**config.mk**
```make
export PLATFORM = sky130hd
export DESIGN_NAME = mcc_config
export DESIGN_NICKNAME = d
export VERILOG_FILES = /design/src/inc/mcc_pkg.sv /design/src/inc/mcc_carrier_if.sv /design/src/rtl/mcc_carrier.sv /design/src/rtl/mcc_config.sv
export SDC_FILE = /design/constraint.sdc
export NUM_CORES = 2
export LEC_CHECK = 0
export BUFFER_PORTS_ARGS = -buffer_cell sky130_fd_sc_hd__buf_4
export CORE_MARGIN = 8
export CORE_UTILIZATION = 57
export DETAILED_ROUTE_END_ITERATION = 10
export MAX_ROUTING_LAYER = met4
export PLACE_DENSITY = 0.79
export SETUP_SLACK_MARGIN = 0.1
export SLEW_MARGIN = 20
export SYNTH_ARGS = -nofsm -noshare
export SYNTH_HDL_FRONTEND = slang
export SYNTH_SLANG_ARGS = --single-unit
```
**constraint.sdc**
```tcl
create_clock -name aclk -period 7.9 [get_ports aclk]
set_clock_uncertainty 0.15 [all_clocks]
set_input_delay 0.79 -clock aclk [delete_from_list [all_inputs] [get_ports aclk]]
set_output_delay 0.79 -clock aclk [all_outputs]
set_load 0.02 [all_outputs]
```
**src/inc/mcc_pkg.sv**
```systemverilog
// Constants, register map and types for the motor control configuration block.
`default_nettype none
package mcc_pkg;
	localparam int CLK_MHZ      = 25;
	localparam int CONV_MAX_NS  = 8500;
	localparam int CONV_MAX_CYC = (CONV_MAX_NS * CLK_MHZ) / 1000;
	localparam int SCALE_SHIFT  = 12;

	localparam logic [7:0] OFS_CTRL       = 8'h00;
	localparam logic [7:0] OFS_HOST_REF   = 8'h04;
	localparam logic [7:0] OFS_REF_SCALE  = 8'h08;
	localparam logic [7:0] OFS_VQ_LIM     = 8'h0C;
	localparam logic [7:0] OFS_VD_LIM     = 8'h10;
	localparam logic [7:0] OFS_IQ_POS_LIM = 8'h14;
	localparam logic [7:0] OFS_IQ_NEG_LIM = 8'h18;
	localparam logic [7:0] OFS_SLIP_GAIN  = 8'h1C;
	localparam logic [7:0] OFS_COUNTER_EMF_IN    = 8'h20;
	localparam logic [7:0] OFS_COUNTER_EMF_GAIN  = 8'h24;
	localparam logic [7:0] OFS_VD_HOST    = 8'h28;
	localparam logic [7:0] OFS_PERIOD     = 8'h2C;
	localparam logic [7:0] OFS_STATUS     = 8'h30;
	localparam logic [7:0] OFS_IQ_CMD     = 8'h34;
	localparam logic [7:0] OFS_ANGLE      = 8'h38;

	localparam int CB_VEL_EN   = 0;
	localparam int CB_SLIP_EN  = 1;
	localparam int CB_REF_HOST = 2;
	localparam int CB_FB_ADC   = 3;
	localparam int CB_COUNTER_EMF_EN  = 4;
	localparam int CB_VD_EN    = 5;
	localparam int CB_ASYM     = 6;
	localparam int CB_TWO_PH   = 7;
	localparam int CB_HALL_IND = 8;
	localparam int CB_IDX_POL  = 9;
	localparam int CB_TQ_EN    = 10;
	localparam int CB_PWM_EN   = 11;
	localparam int CTRL_W      = 12;

	localparam logic [11:0] CTRL_RST       = 12'h020;
	localparam logic [15:0] REF_SCALE_RST  = 16'h1000;
	localparam logic [15:0] LIM_RST        = 16'h3FFF;
	localparam logic [15:0] IQ_NEG_LIM_RST = 16'hC001;
	localparam logic [15:0] PERIOD_RST     = 16'h04E2;

	localparam logic [1:0] RESP_OKAY   = 2'h0;
	localparam logic [1:0] RESP_SLVERR = 2'h2;

	typedef enum logic [1:0] {MCC_CV_IDLE, MCC_CV_WAIT} mcc_conv_t;
endpackage
`default_nettype wire

```
**src/inc/mcc_carrier_if.sv**
```systemverilog
// Carrier timing link between the configuration core and the carrier timer.
`timescale 1ns/1ps
`default_nettype none
interface mcc_carrier_if;
	logic [15:0] period;
	logic        asym;
	logic        enable;
	logic        update;
	logic [15:0] count;
	modport ctrl (output period, output asym, output enable, input update, input count);
	modport timer (input period, input asym, input enable, output update, output count);
endinterface
`default_nettype wire

```
**src/rtl/mcc_carrier.sv**
```systemverilog
// PWM carrier counter that paces the current loop recomputation.
`timescale 1ns/1ps
`default_nettype none
module mcc_carrier
	import mcc_pkg::*;
(
	// Clock and reset.
	input wire logic     aclk,
	input wire logic     aresetn,
	// Carrier link.
	mcc_carrier_if.timer cif
);
	typedef struct packed {
		logic [15:0] cnt;
		logic        update;
	} mcc_car_st_t;

	mcc_car_st_t st_r;
	mcc_car_st_t st_nxt;

	always_comb begin
		st_nxt = st_r;
		st_nxt.update = 1'b0;
		if (!cif.enable) begin
			st_nxt.cnt = 16'h0000;
		end else begin
			// A period written below the current count would not be met until rollover, so the counter wraps on any count at or past period minus one.
			if (st_r.cnt >= cif.period - 16'h0001) begin
				st_nxt.cnt = 16'h0000;
			end else begin
				st_nxt.cnt = st_r.cnt + 16'h0001;
			end
			if (st_r.cnt == 16'h0000) begin
				st_nxt.update = 1'b1;
			end else if (cif.asym && st_r.cnt == (cif.period >> 1)) begin
				st_nxt.update = 1'b1;
			end
		end
	end

	always_ff @(posedge aclk) begin
		if (!aresetn) begin
			st_r <= '0;
		end else begin
			st_r <= st_nxt;
		end
	end

	assign cif.update = st_r.update;
	assign cif.count  = st_r.cnt;
endmodule
`default_nettype wire

```
**src/rtl/mcc_config.sv**
```systemverilog
// Configuration switches, limits and reference routing of the field-oriented control path.
//
// The AXI4-Lite slave port and the register addresses were decided locally.
`timescale 1ns/1ps
`default_nettype none
// Operation
// - Velocity switch makes reference torque or velocity
// - Slip enable adds slip path to angle
// - Slip path input is q-axis current command
// - Reference comes from converter or host register
// - Analog reference made signed, then scaled
// - High-voltage front end: 10-bit, 8.5 us
// - Converter front end: both phases, 12-bit
// - Counter-EMF gain output adds to q regulator
// - d regulator off: host value drives d voltage
// - q and d outputs clamped to symmetric limits
// - Speed regulator output clamped to separate limits
// - Two/three phase and symmetric/asymmetric PWM selectable
// - Hall input type and index polarity selectable
// - Loop recomputed once or twice per carrier
module mcc_config
	import mcc_pkg::*;
(
	// Clock and reset.
	input  wire logic        aclk,
	input  wire logic        aresetn,
	// AXI4-Lite slave.
	input  wire logic [7:0]  s_axi_awaddr,
	input  wire logic        s_axi_awvalid,
	output logic             s_axi_awready,
	input  wire logic [31:0] s_axi_wdata,
	input  wire logic [3:0]  s_axi_wstrb,
	input  wire logic        s_axi_wvalid,
	output logic             s_axi_wready,
	output logic [1:0]       s_axi_bresp,
	output logic             s_axi_bvalid,
	input  wire logic        s_axi_bready,
	input  wire logic [7:0]  s_axi_araddr,
	input  wire logic        s_axi_arvalid,
	output logic             s_axi_arready,
	output logic [31:0]      s_axi_rdata,
	output logic [1:0]       s_axi_rresp,
	output logic             s_axi_rvalid,
	input  wire logic        s_axi_rready,
	// Reference converter and regulator outputs.
	input  wire logic [11:0] analog_ref,
	input  wire logic        analog_ref_valid,
	input  wire logic [15:0] speed_reg_out,
	input  wire logic [15:0] torque_current_reg_out,
	input  wire logic [15:0] field_current_reg_out,
	input  wire logic [15:0] encoder_angle,
	input  wire logic        index_pulse_in,
	// Current feedback front ends.
	input  wire logic [9:0]  hv_fb_v,
	input  wire logic [9:0]  hv_fb_w,
	input  wire logic        hv_fb_valid,
	input  wire logic [11:0] adc_fb_v,
	input  wire logic [11:0] adc_fb_w,
	input  wire logic        adc_fb_valid,
	// Commands to the control path.
	output logic [15:0]      torque_command,
	output logic [15:0]      velocity_command,
	output logic [15:0]      torque_current_command,
	output logic [15:0]      vq_command,
	output logic [15:0]      vd_command,
	output logic [15:0]      rotor_angle,
	output logic [11:0]      phase_fb_v,
	output logic [11:0]      phase_fb_w,
	output logic             phase_fb_valid,
	output logic             conv_start,
	output logic             fb_select_adc,
	output logic             control_update,
	// PWM and encoder configuration.
	output logic             pwm_enable,
	output logic             pwm_asym,
	output logic             two_phase_mod,
	output logic             hall_independent,
	output logic             index_pulse_out
);
	typedef struct packed {
		logic              awready;
		logic              wready;
		logic              aw_done;
		logic              w_done;
		logic [7:0]        waddr;
		logic [31:0]       wdata;
		logic [3:0]        wstrb;
		logic              bvalid;
		logic [1:0]        bresp;
		logic              arready;
		logic              rvalid;
		logic [31:0]       rdata;
		logic [1:0]        rresp;
		logic [CTRL_W-1:0] ctrl;
		logic [15:0]       host_ref;
		logic [15:0]       ref_scale;
		logic [15:0]       vq_lim;
		logic [15:0]       vd_lim;
		logic [15:0]       iq_pos_lim;
		logic [15:0]       iq_neg_lim;
		logic [15:0]       slip_gain;
		logic [15:0]       counter_emf_in;
		logic [15:0]       counter_emf_gain;
		logic [15:0]       vd_host;
		logic [15:0]       period;
		logic              conv_timeout;
		logic [15:0]       ref_val;
		logic [15:0]       torque_ref;
		logic [15:0]       velocity_ref;
		logic [15:0]       iq_cmd;
		logic [15:0]       vq_cmd;
		logic [15:0]       vd_cmd;
		logic [15:0]       slip_acc;
		logic [15:0]       angle;
		logic [11:0]       fb_v;
		logic [11:0]       fb_w;
		logic              fb_valid;
		logic              conv_start;
		mcc_conv_t         conv;
		logic [7:0]        conv_cnt;
		logic              update;
		logic              index_out;
	} mcc_cfg_st_t;

	mcc_cfg_st_t   st_r;
	mcc_cfg_st_t   st_nxt;
	mcc_carrier_if cif ();

	mcc_carrier u_carrier (
		.aclk    (aclk),
		.aresetn (aresetn),
		.cif     (cif)
	);

	assign cif.period = st_r.period;
	assign cif.asym   = st_r.ctrl[CB_ASYM];
	assign cif.enable = st_r.ctrl[CB_PWM_EN];

	function automatic logic [15:0] clamp(input logic signed [31:0] v,
			input logic signed [15:0] hi, input logic signed [15:0] lo);
		logic signed [31:0] h;
		logic signed [31:0] l;
		h = 32'(hi);
		l = 32'(lo);
		if (v > h) begin
			return hi;
		end else if (v < l) begin
			return lo;
		end
		return v[15:0];
	endfunction

	// Gains are fixed point with 4096 as unity.
	function automatic logic signed [31:0] scale(input logic signed [15:0] a,
			input logic signed [15:0] g);
		logic signed [31:0] p;
		p = 32'(a) * 32'(g);
		return p >>> SCALE_SHIFT;
	endfunction

	function automatic logic [15:0] merge(input logic [15:0] old, input logic [31:0] d,
			input logic [3:0] s);
		logic [15:0] r;
		r = old;
		if (s[0]) begin
			r[7:0] = d[7:0];
		end
		if (s[1]) begin
			r[15:8] = d[15:8];
		end
		return r;
	endfunction

	always_comb begin
		logic signed [15:0] ref_s;
		logic signed [15:0] vq_pos;
		logic signed [15:0] vd_pos;
		logic signed [31:0] vq_sum;
		logic               wr_go;
		logic               ok;
		ref_s  = '0;
		vq_pos = '0;
		vd_pos = '0;
		vq_sum = '0;
		wr_go  = 1'b0;
		ok     = 1'b1;
		st_nxt = st_r;

		// Write channel: address and data are taken in either order, one write at a time.
		if (s_axi_awvalid && st_r.awready) begin
			st_nxt.aw_done = 1'b1;
			st_nxt.waddr   = s_axi_awaddr;
		end
		if (s_axi_wvalid && st_r.wready) begin
			st_nxt.w_done = 1'b1;
			st_nxt.wdata  = s_axi_wdata;
			st_nxt.wstrb  = s_axi_wstrb;
		end
		if (st_r.bvalid && s_axi_bready) begin
			st_nxt.bvalid = 1'b0;
		end
		wr_go = st_r.aw_done && st_r.w_done && !st_r.bvalid;
		if (wr_go) begin
			st_nxt.aw_done = 1'b0;
			st_nxt.w_done  = 1'b0;
			st_nxt.bvalid  = 1'b1;
			unique case (st_r.waddr)
				OFS_CTRL: begin
					st_nxt.ctrl[7:0] = st_r.wstrb[0] ? st_r.wdata[7:0] : st_r.ctrl[7:0];
					if (st_r.wstrb[1]) begin
						st_nxt.ctrl[CTRL_W-1:8] = st_r.wdata[CTRL_W-1:8];
					end
				end
				OFS_HOST_REF:   st_nxt.host_ref   = merge(st_r.host_ref, st_r.wdata, st_r.wstrb);
				OFS_REF_SCALE:  st_nxt.ref_scale  = merge(st_r.ref_scale, st_r.wdata, st_r.wstrb);
				OFS_VQ_LIM:     st_nxt.vq_lim     = merge(st_r.vq_lim, st_r.wdata, st_r.wstrb);
				OFS_VD_LIM:     st_nxt.vd_lim     = merge(st_r.vd_lim, st_r.wdata, st_r.wstrb);
				OFS_IQ_POS_LIM: st_nxt.iq_pos_lim = merge(st_r.iq_pos_lim, st_r.wdata, st_r.wstrb);
				OFS_IQ_NEG_LIM: st_nxt.iq_neg_lim = merge(st_r.iq_neg_lim, st_r.wdata, st_r.wstrb);
				OFS_SLIP_GAIN:  st_nxt.slip_gain  = merge(st_r.slip_gain, st_r.wdata, st_r.wstrb);
				OFS_COUNTER_EMF_IN:    st_nxt.counter_emf_in    = merge(st_r.counter_emf_in, st_r.wdata, st_r.wstrb);
				OFS_COUNTER_EMF_GAIN:  st_nxt.counter_emf_gain  = merge(st_r.counter_emf_gain, st_r.wdata, st_r.wstrb);
				OFS_VD_HOST:    st_nxt.vd_host    = merge(st_r.vd_host, st_r.wdata, st_r.wstrb);
				OFS_PERIOD:     st_nxt.period     = merge(st_r.period, st_r.wdata, st_r.wstrb);
				OFS_STATUS: begin
					if (st_r.wstrb[0] && st_r.wdata[0]) begin
						st_nxt.conv_timeout = 1'b0;
					end
				end
				OFS_IQ_CMD, OFS_ANGLE: begin
				end
				default: ok = 1'b0;
			endcase
			st_nxt.bresp = ok ? RESP_OKAY : RESP_SLVERR;
		end
		st_nxt.awready = !st_nxt.aw_done && !st_nxt.bvalid;
		st_nxt.wready  = !st_nxt.w_done && !st_nxt.bvalid;

		// Read channel.
		if (st_r.rvalid && s_axi_rready) begin
			st_nxt.rvalid = 1'b0;
		end
		if (s_axi_arvalid && st_r.arready) begin
			st_nxt.rvalid = 1'b1;
			st_nxt.rresp  = RESP_OKAY;
			st_nxt.rdata  = 32'h0000_0000;
			unique case (s_axi_araddr)
				OFS_CTRL:       st_nxt.rdata[CTRL_W-1:0] = st_r.ctrl;
				OFS_HOST_REF:   st_nxt.rdata[15:0] = st_r.host_ref;
				OFS_REF_SCALE:  st_nxt.rdata[15:0] = st_r.ref_scale;
				OFS_VQ_LIM:     st_nxt.rdata[15:0] = st_r.vq_lim;
				OFS_VD_LIM:     st_nxt.rdata[15:0] = st_r.vd_lim;
				OFS_IQ_POS_LIM: st_nxt.rdata[15:0] = st_r.iq_pos_lim;
				OFS_IQ_NEG_LIM: st_nxt.rdata[15:0] = st_r.iq_neg_lim;
				OFS_SLIP_GAIN:  st_nxt.rdata[15:0] = st_r.slip_gain;
				OFS_COUNTER_EMF_IN:    st_nxt.rdata[15:0] = st_r.counter_emf_in;
				OFS_COUNTER_EMF_GAIN:  st_nxt.rdata[15:0] = st_r.counter_emf_gain;
				OFS_VD_HOST:    st_nxt.rdata[15:0] = st_r.vd_host;
				OFS_PERIOD:     st_nxt.rdata[15:0] = st_r.period;
				OFS_STATUS: begin
					st_nxt.rdata[0]     = st_r.conv_timeout;
					st_nxt.rdata[1]     = st_r.conv == MCC_CV_WAIT;
					st_nxt.rdata[31:16] = cif.count;
				end
				OFS_IQ_CMD:     st_nxt.rdata[15:0] = st_r.iq_cmd;
				OFS_ANGLE:      st_nxt.rdata[15:0] = st_r.angle;
				default:        st_nxt.rresp = RESP_SLVERR;
			endcase
		end
		st_nxt.arready = !st_nxt.rvalid;

		// Reference routing and scaling.
		if (st_r.ctrl[CB_REF_HOST]) begin
			st_nxt.ref_val = st_r.host_ref;
		end else if (analog_ref_valid) begin
			ref_s = 16'($signed({~analog_ref[11], analog_ref[10:0]}));
			st_nxt.ref_val = clamp(scale(ref_s, $signed(st_r.ref_scale)), 16'sh7FFF,
				-16'sh7FFF);
		end
		if (st_r.ctrl[CB_VEL_EN]) begin
			st_nxt.velocity_ref = st_r.ref_val;
			st_nxt.iq_cmd = clamp(32'($signed(speed_reg_out)), $signed(st_r.iq_pos_lim),
				$signed(st_r.iq_neg_lim));
		end else begin
			st_nxt.velocity_ref = 16'h0000;
			st_nxt.iq_cmd = st_r.ref_val;
		end
		st_nxt.torque_ref = st_nxt.iq_cmd;

		// Regulator outputs, feedforward and open-loop override.
		vq_pos = $signed(st_r.vq_lim);
		vd_pos = $signed(st_r.vd_lim);
		vq_sum = 32'($signed(clamp(32'($signed(torque_current_reg_out)), vq_pos,
			-vq_pos)));
		if (st_r.ctrl[CB_COUNTER_EMF_EN]) begin
			vq_sum = vq_sum + scale($signed(st_r.counter_emf_in), $signed(st_r.counter_emf_gain));
		end
		st_nxt.vq_cmd = clamp(vq_sum, 16'sh7FFF, -16'sh7FFF);
		if (st_r.ctrl[CB_VD_EN]) begin
			st_nxt.vd_cmd = clamp(32'($signed(field_current_reg_out)), vd_pos, -vd_pos);
		end else begin
			st_nxt.vd_cmd = st_r.vd_host;
		end
		// Torque control off leaves both voltage commands at zero.
		if (!st_r.ctrl[CB_TQ_EN]) begin
			st_nxt.vq_cmd = 16'h0000;
			st_nxt.vd_cmd = 16'h0000;
		end

		// Slip advances once per loop update; the angle wraps by design.
		st_nxt.update = cif.update;
		if (!st_r.ctrl[CB_SLIP_EN]) begin
			st_nxt.slip_acc = 16'h0000;
		end else if (st_r.update) begin
			st_nxt.slip_acc = st_r.slip_acc + 16'(scale($signed(st_r.iq_cmd),
				$signed(st_r.slip_gain)));
		end
		st_nxt.angle = encoder_angle + st_r.slip_acc;

		// Current feedback conversion, started by a loop update that finds no conversion pending.
		st_nxt.conv_start = 1'b0;
		st_nxt.fb_valid   = 1'b0;
		unique case (st_r.conv)
			MCC_CV_IDLE: begin
				if (st_r.update) begin
					st_nxt.conv_start = 1'b1;
					st_nxt.conv       = MCC_CV_WAIT;
					st_nxt.conv_cnt   = 8'h00;
				end
			end
			MCC_CV_WAIT: begin
				st_nxt.conv_cnt = st_r.conv_cnt + 8'h01;
				if (st_r.ctrl[CB_FB_ADC] && adc_fb_valid) begin
					st_nxt.fb_v     = {~adc_fb_v[11], adc_fb_v[10:0]};
					st_nxt.fb_w     = {~adc_fb_w[11], adc_fb_w[10:0]};
					st_nxt.fb_valid = 1'b1;
					st_nxt.conv     = MCC_CV_IDLE;
				end else if (!st_r.ctrl[CB_FB_ADC] && hv_fb_valid) begin
					st_nxt.fb_v     = {hv_fb_v, 2'h0};
					st_nxt.fb_w     = {hv_fb_w, 2'h0};
					st_nxt.fb_valid = 1'b1;
					st_nxt.conv     = MCC_CV_IDLE;
				end else if (st_r.conv_cnt == 8'(CONV_MAX_CYC - 1)) begin
					st_nxt.conv_timeout = 1'b1;
					st_nxt.conv         = MCC_CV_IDLE;
				end
			end
		endcase

		st_nxt.index_out = index_pulse_in ^ st_r.ctrl[CB_IDX_POL];
	end

	always_ff @(posedge aclk) begin
		if (!aresetn) begin
			st_r            <= '0;
			st_r.awready    <= 1'b1;
			st_r.wready     <= 1'b1;
			st_r.arready    <= 1'b1;
			st_r.ctrl       <= CTRL_RST;
			st_r.ref_scale  <= REF_SCALE_RST;
			st_r.vq_lim     <= LIM_RST;
			st_r.vd_lim     <= LIM_RST;
			st_r.iq_pos_lim <= LIM_RST;
			st_r.iq_neg_lim <= IQ_NEG_LIM_RST;
			st_r.period     <= PERIOD_RST;
			st_r.conv       <= MCC_CV_IDLE;
		end else begin
			st_r <= st_nxt;
		end
	end

	assign s_axi_awready          = st_r.awready;
	assign s_axi_wready           = st_r.wready;
	assign s_axi_bresp            = st_r.bresp;
	assign s_axi_bvalid           = st_r.bvalid;
	assign s_axi_arready          = st_r.arready;
	assign s_axi_rdata            = st_r.rdata;
	assign s_axi_rresp            = st_r.rresp;
	assign s_axi_rvalid           = st_r.rvalid;
	assign torque_command         = st_r.torque_ref;
	assign velocity_command       = st_r.velocity_ref;
	assign torque_current_command = st_r.iq_cmd;
	assign vq_command             = st_r.vq_cmd;
	assign vd_command             = st_r.vd_cmd;
	assign rotor_angle            = st_r.angle;
	assign phase_fb_v             = st_r.fb_v;
	assign phase_fb_w             = st_r.fb_w;
	assign phase_fb_valid         = st_r.fb_valid;
	assign conv_start             = st_r.conv_start;
	assign fb_select_adc          = st_r.ctrl[CB_FB_ADC];
	assign control_update         = st_r.update;
	assign pwm_enable             = st_r.ctrl[CB_PWM_EN];
	assign pwm_asym               = st_r.ctrl[CB_ASYM];
	assign two_phase_mod          = st_r.ctrl[CB_TWO_PH];
	assign hall_independent       = st_r.ctrl[CB_HALL_IND];
	assign index_pulse_out        = st_r.index_out;
endmodule
`default_nettype wire

```
==> reports/results.tsv <==
metric	value	unit
dominant cells by area after synthesis	fa_1, dfxtp_1, ha_1	
Critical Path Most Common Cell	fa_1	
switching power total	1.55	mW
top-area cell type share of the netlist area	27.3	%
ys flop type	dfxtp_1	
min Tclk post-route	8.17	ns
met1 wire length	58.4	mm
Final TNS setup	-3.34	ns
number of setup violations in the final report	15	
Hold Slack	0.266	ns
share of post-route cells with drive strength above 1	16.3	%
clock sinks	422	
metal2 WL	69.4	mm
Die W	309	um
finished layout cell area	0.0558	mm2
Compound-Gate Fraction of Synth Area	10.4	%
die area	0.0955	mm2
clock latency at the later pin of the worst-skew pair	0.64	ns
GR Overflow Total	0	
critical path data required time	8.24	ns
# rows	107	
TritonRoute pass-1 iters	9	
Syn Area/Cell	8.74	um2
Clk pwr share	44.4	%
crit-path max FO	7	
# IOs	353	
ANT nets after route	0	
Post-DP Area	0.0531	mm2
Synth Area in Adders	36.9	%
path type of the worst setup path	reg2reg	
H-tree Lvls	2	
Cell Int Power	3.80	mW
sequential share of power	42.0	%
violated checks	negative setup slack	
Hold Vio Cnt, Final	0	
highest routed layer	met4	
WL final	158	mm
Netlist cell types	84	
wire length of the first global-routing pass	242	mm
CTS tree	yes	
Max Fclk	0.122	GHz
worst min path class	in2reg	
status	finished, violations left	
largest family of logic cells by synthesized area	adder cells	
EDFF count, synth	0	
mapped cell area	0.0489	mm2
Root Driver	clkbuf_16	
crit start category	flop	
final core utilization	65.6	%
fin nets	7121	
count leader, synth	inv_1	
Worst EP arrival	8.51	ns
relative slew slack	17.7	%
RD Place Congestion	1.06	
VDD IR max	0.152	mV
Yosys warning count	0	
GRT Util Overall	33.3	%
leakage	25.4	nW
max-cap viol count	0	
post-route setup slack	-0.272	ns
max-slew violations	0	
vias per std cell	5.93	
Syn Inst Count	5599	
multiplexer share of the synthesized area	4.19	%
total CTS buffers	49	
pin count of the biggest net entering global routing	103	
FF+latch count, synth	422	
slowest stage delay, CP	0.55	ns
Worst path slowest cell	fa_1	
simple-gate share of the synthesized area	17.0	%
HPWL Detailed	124	mm
power density over the cells	95.8	mW/mm2
DRC	0	
initial core utilization	57.5	%
DR WL met3	19.3	mm
kind of end point of the critical path	flop	
Fillers	6758	
vias in the first global route	43334	
Synth top cells by count	inv_1, fa_1, nand2_1	
Post-synth ARST share	0	%
CTS max path bufs	3	
Yosys top cell by area	fa_1	
Layout area overhead	14.1	%
unrepaired setup endpoints after global routing	true	
xor and xnor area share after synthesis	3.34	%
IO buf count	332	
Initial DRC Count	4909	
Die H	309	um
Sw Ratio	29.0	%
initial antenna violation count	16	
Core Footprint	0.0851	mm2
CTS clock-pin slew for the worst setup and hold paths	0.06	ns
Final period util	103	%
vias	42064	
combinational power share	13.6	%
register area share after synthesis	17.3	%
slew of the pin with the lowest slew margin	1.22	ns
WL per Instance	22.2	um
-- power by group through the flow --
stage	clock [mW]	sequential, mW	combinational (mW)
after detailed placement	0	2.29	0.683
after global placement	0	2.29	0.670
after global routing	2.48	2.24	0.784
final	2.38	2.25	0.726
after CTS	2.38	2.24	0.691
after floorplan	0	2.24	0.432
-- metrics by stage --
stage | total power, mW | cells | setup WS [ns]
finish | 5.35 | 7092 | -0.272
CTS | 5.31 | 7047 | -0.308
floorplan | 2.67 | 5600 | 0.104
global route | 5.50 | 7089 | -0.564
detailed placement | 2.97 | 6945 | -0.514
global placement | 2.96 | 6945 | -0.384
-- timing repair --
action | CTS | global route
gates cloned | 1 | 0
resized for setup | 93 | 119
hold buffers | 0 | 0
setup buffers | 16 | 27
endpoints found under the setup margin | 17 | 22
pin swaps | 6 | 68
-- layer usage --
| metal | track usage, % | vias up |
|---|---|---|
| li1 | - | 18555 |
| met1 | 40.2 | 20436 |
| met2 | 50.3 | 2430 |
| met3 | 10.2 | 643 |
| met4 | 17.5 | 0 |
| met5 | - | - |
-- state kept, by name, summed over array words and instances (netlist names), 16 cells and up --
register / flops
u_carrier.cif.count: 16
torque_current_command: 16
rotor_angle: 16
st_r: 237
velocity_command: 16
vq_command: 16
cif.period: 16
s_axi_rdata: 32
vd_command: 16
-- cells in the final DEF, fill, tap and decap left out, types with 39 or more instances in the layout --
cell type,synthesis,routed
nand3_1,70,68
a22o_1,45,45
and2_1,293,280
o21ai_0,85,70
nand3b_1,39,39
o21a_1,43,42
a22oi_1,61,61
inv_1,833,824
nor3_1,57,49
dfxtp_1,422,394
xor2_1,49,48
nor2_1,413,403
ha_1,374,359
mux2i_1,197,197
a21oi_1,190,174
o211ai_1,59,59
nand4_1,59,59
nand2_1,615,610
buf_4,157,650
xnor2_1,135,133
clkbuf_16,0,52
a221oi_1,43,42
fa_1,668,657
-- path summary, 6_finish.rpt --
check | start | to | slack [ns] | depth (start not counted)
setup / recovery | st_r[222]$_SDFFE_PN0P_ | vq_command[13]$_SDFF_PN0_ | -0.27 | 32
hold / removal | s_axi_wstrb[1] | st_r[395]$_SDFFE_PN0P_ | 0.27 | 3
hold reg to reg | u_carrier.cif.update$_SDFF_PN0_ | control_update$_SDFF_PN0_ | 0.28 | 1
setup reg to reg | st_r[222]$_SDFFE_PN0P_ | vq_command[13]$_SDFF_PN0_ | -0.27 | 32
-- layout make-up --
type                            instances  area, um2  area share (%)
Tap cell                             1144       1430            2.56
Timing Repair Buffer                  678       5280            9.45
Clock buffer                           66       1430            2.57
Antenna cell                           18       45.0          0.0807
Inverter                              835       3140            5.63
Multi-Input combinational cell       3910      35800            64.1
Clock inverter                         19        206           0.370
Sequential cell                       422       8530            15.3
-- cells by family after synthesis --
family,count (synthesis)
adders and majority gates,1042
muxes,204
xor gates and xnor gates,185
buffers and inverters,1268
AOI/OAI and AO/OA,734
DFF,422
and+or+nand+nor,1743
other,1
-- worst max-delay path: cells and delay by family (launching register included) --
family | cells | cell delay, ns
adder cells (fa/ha/maj) | 8 | 3.45
AND/OR/NAND/NOR | 8 | 1.69
AO/OA/AOI/OAI | 7 | 1.06
buffers and inverters | 6 | 0.78
flip-flops | 1 | 0.37
XOR/XNOR | 2 | 0.27
multiplexers | 1 | 0.27
No activity file was read; power rests on OpenSTA's default activity.
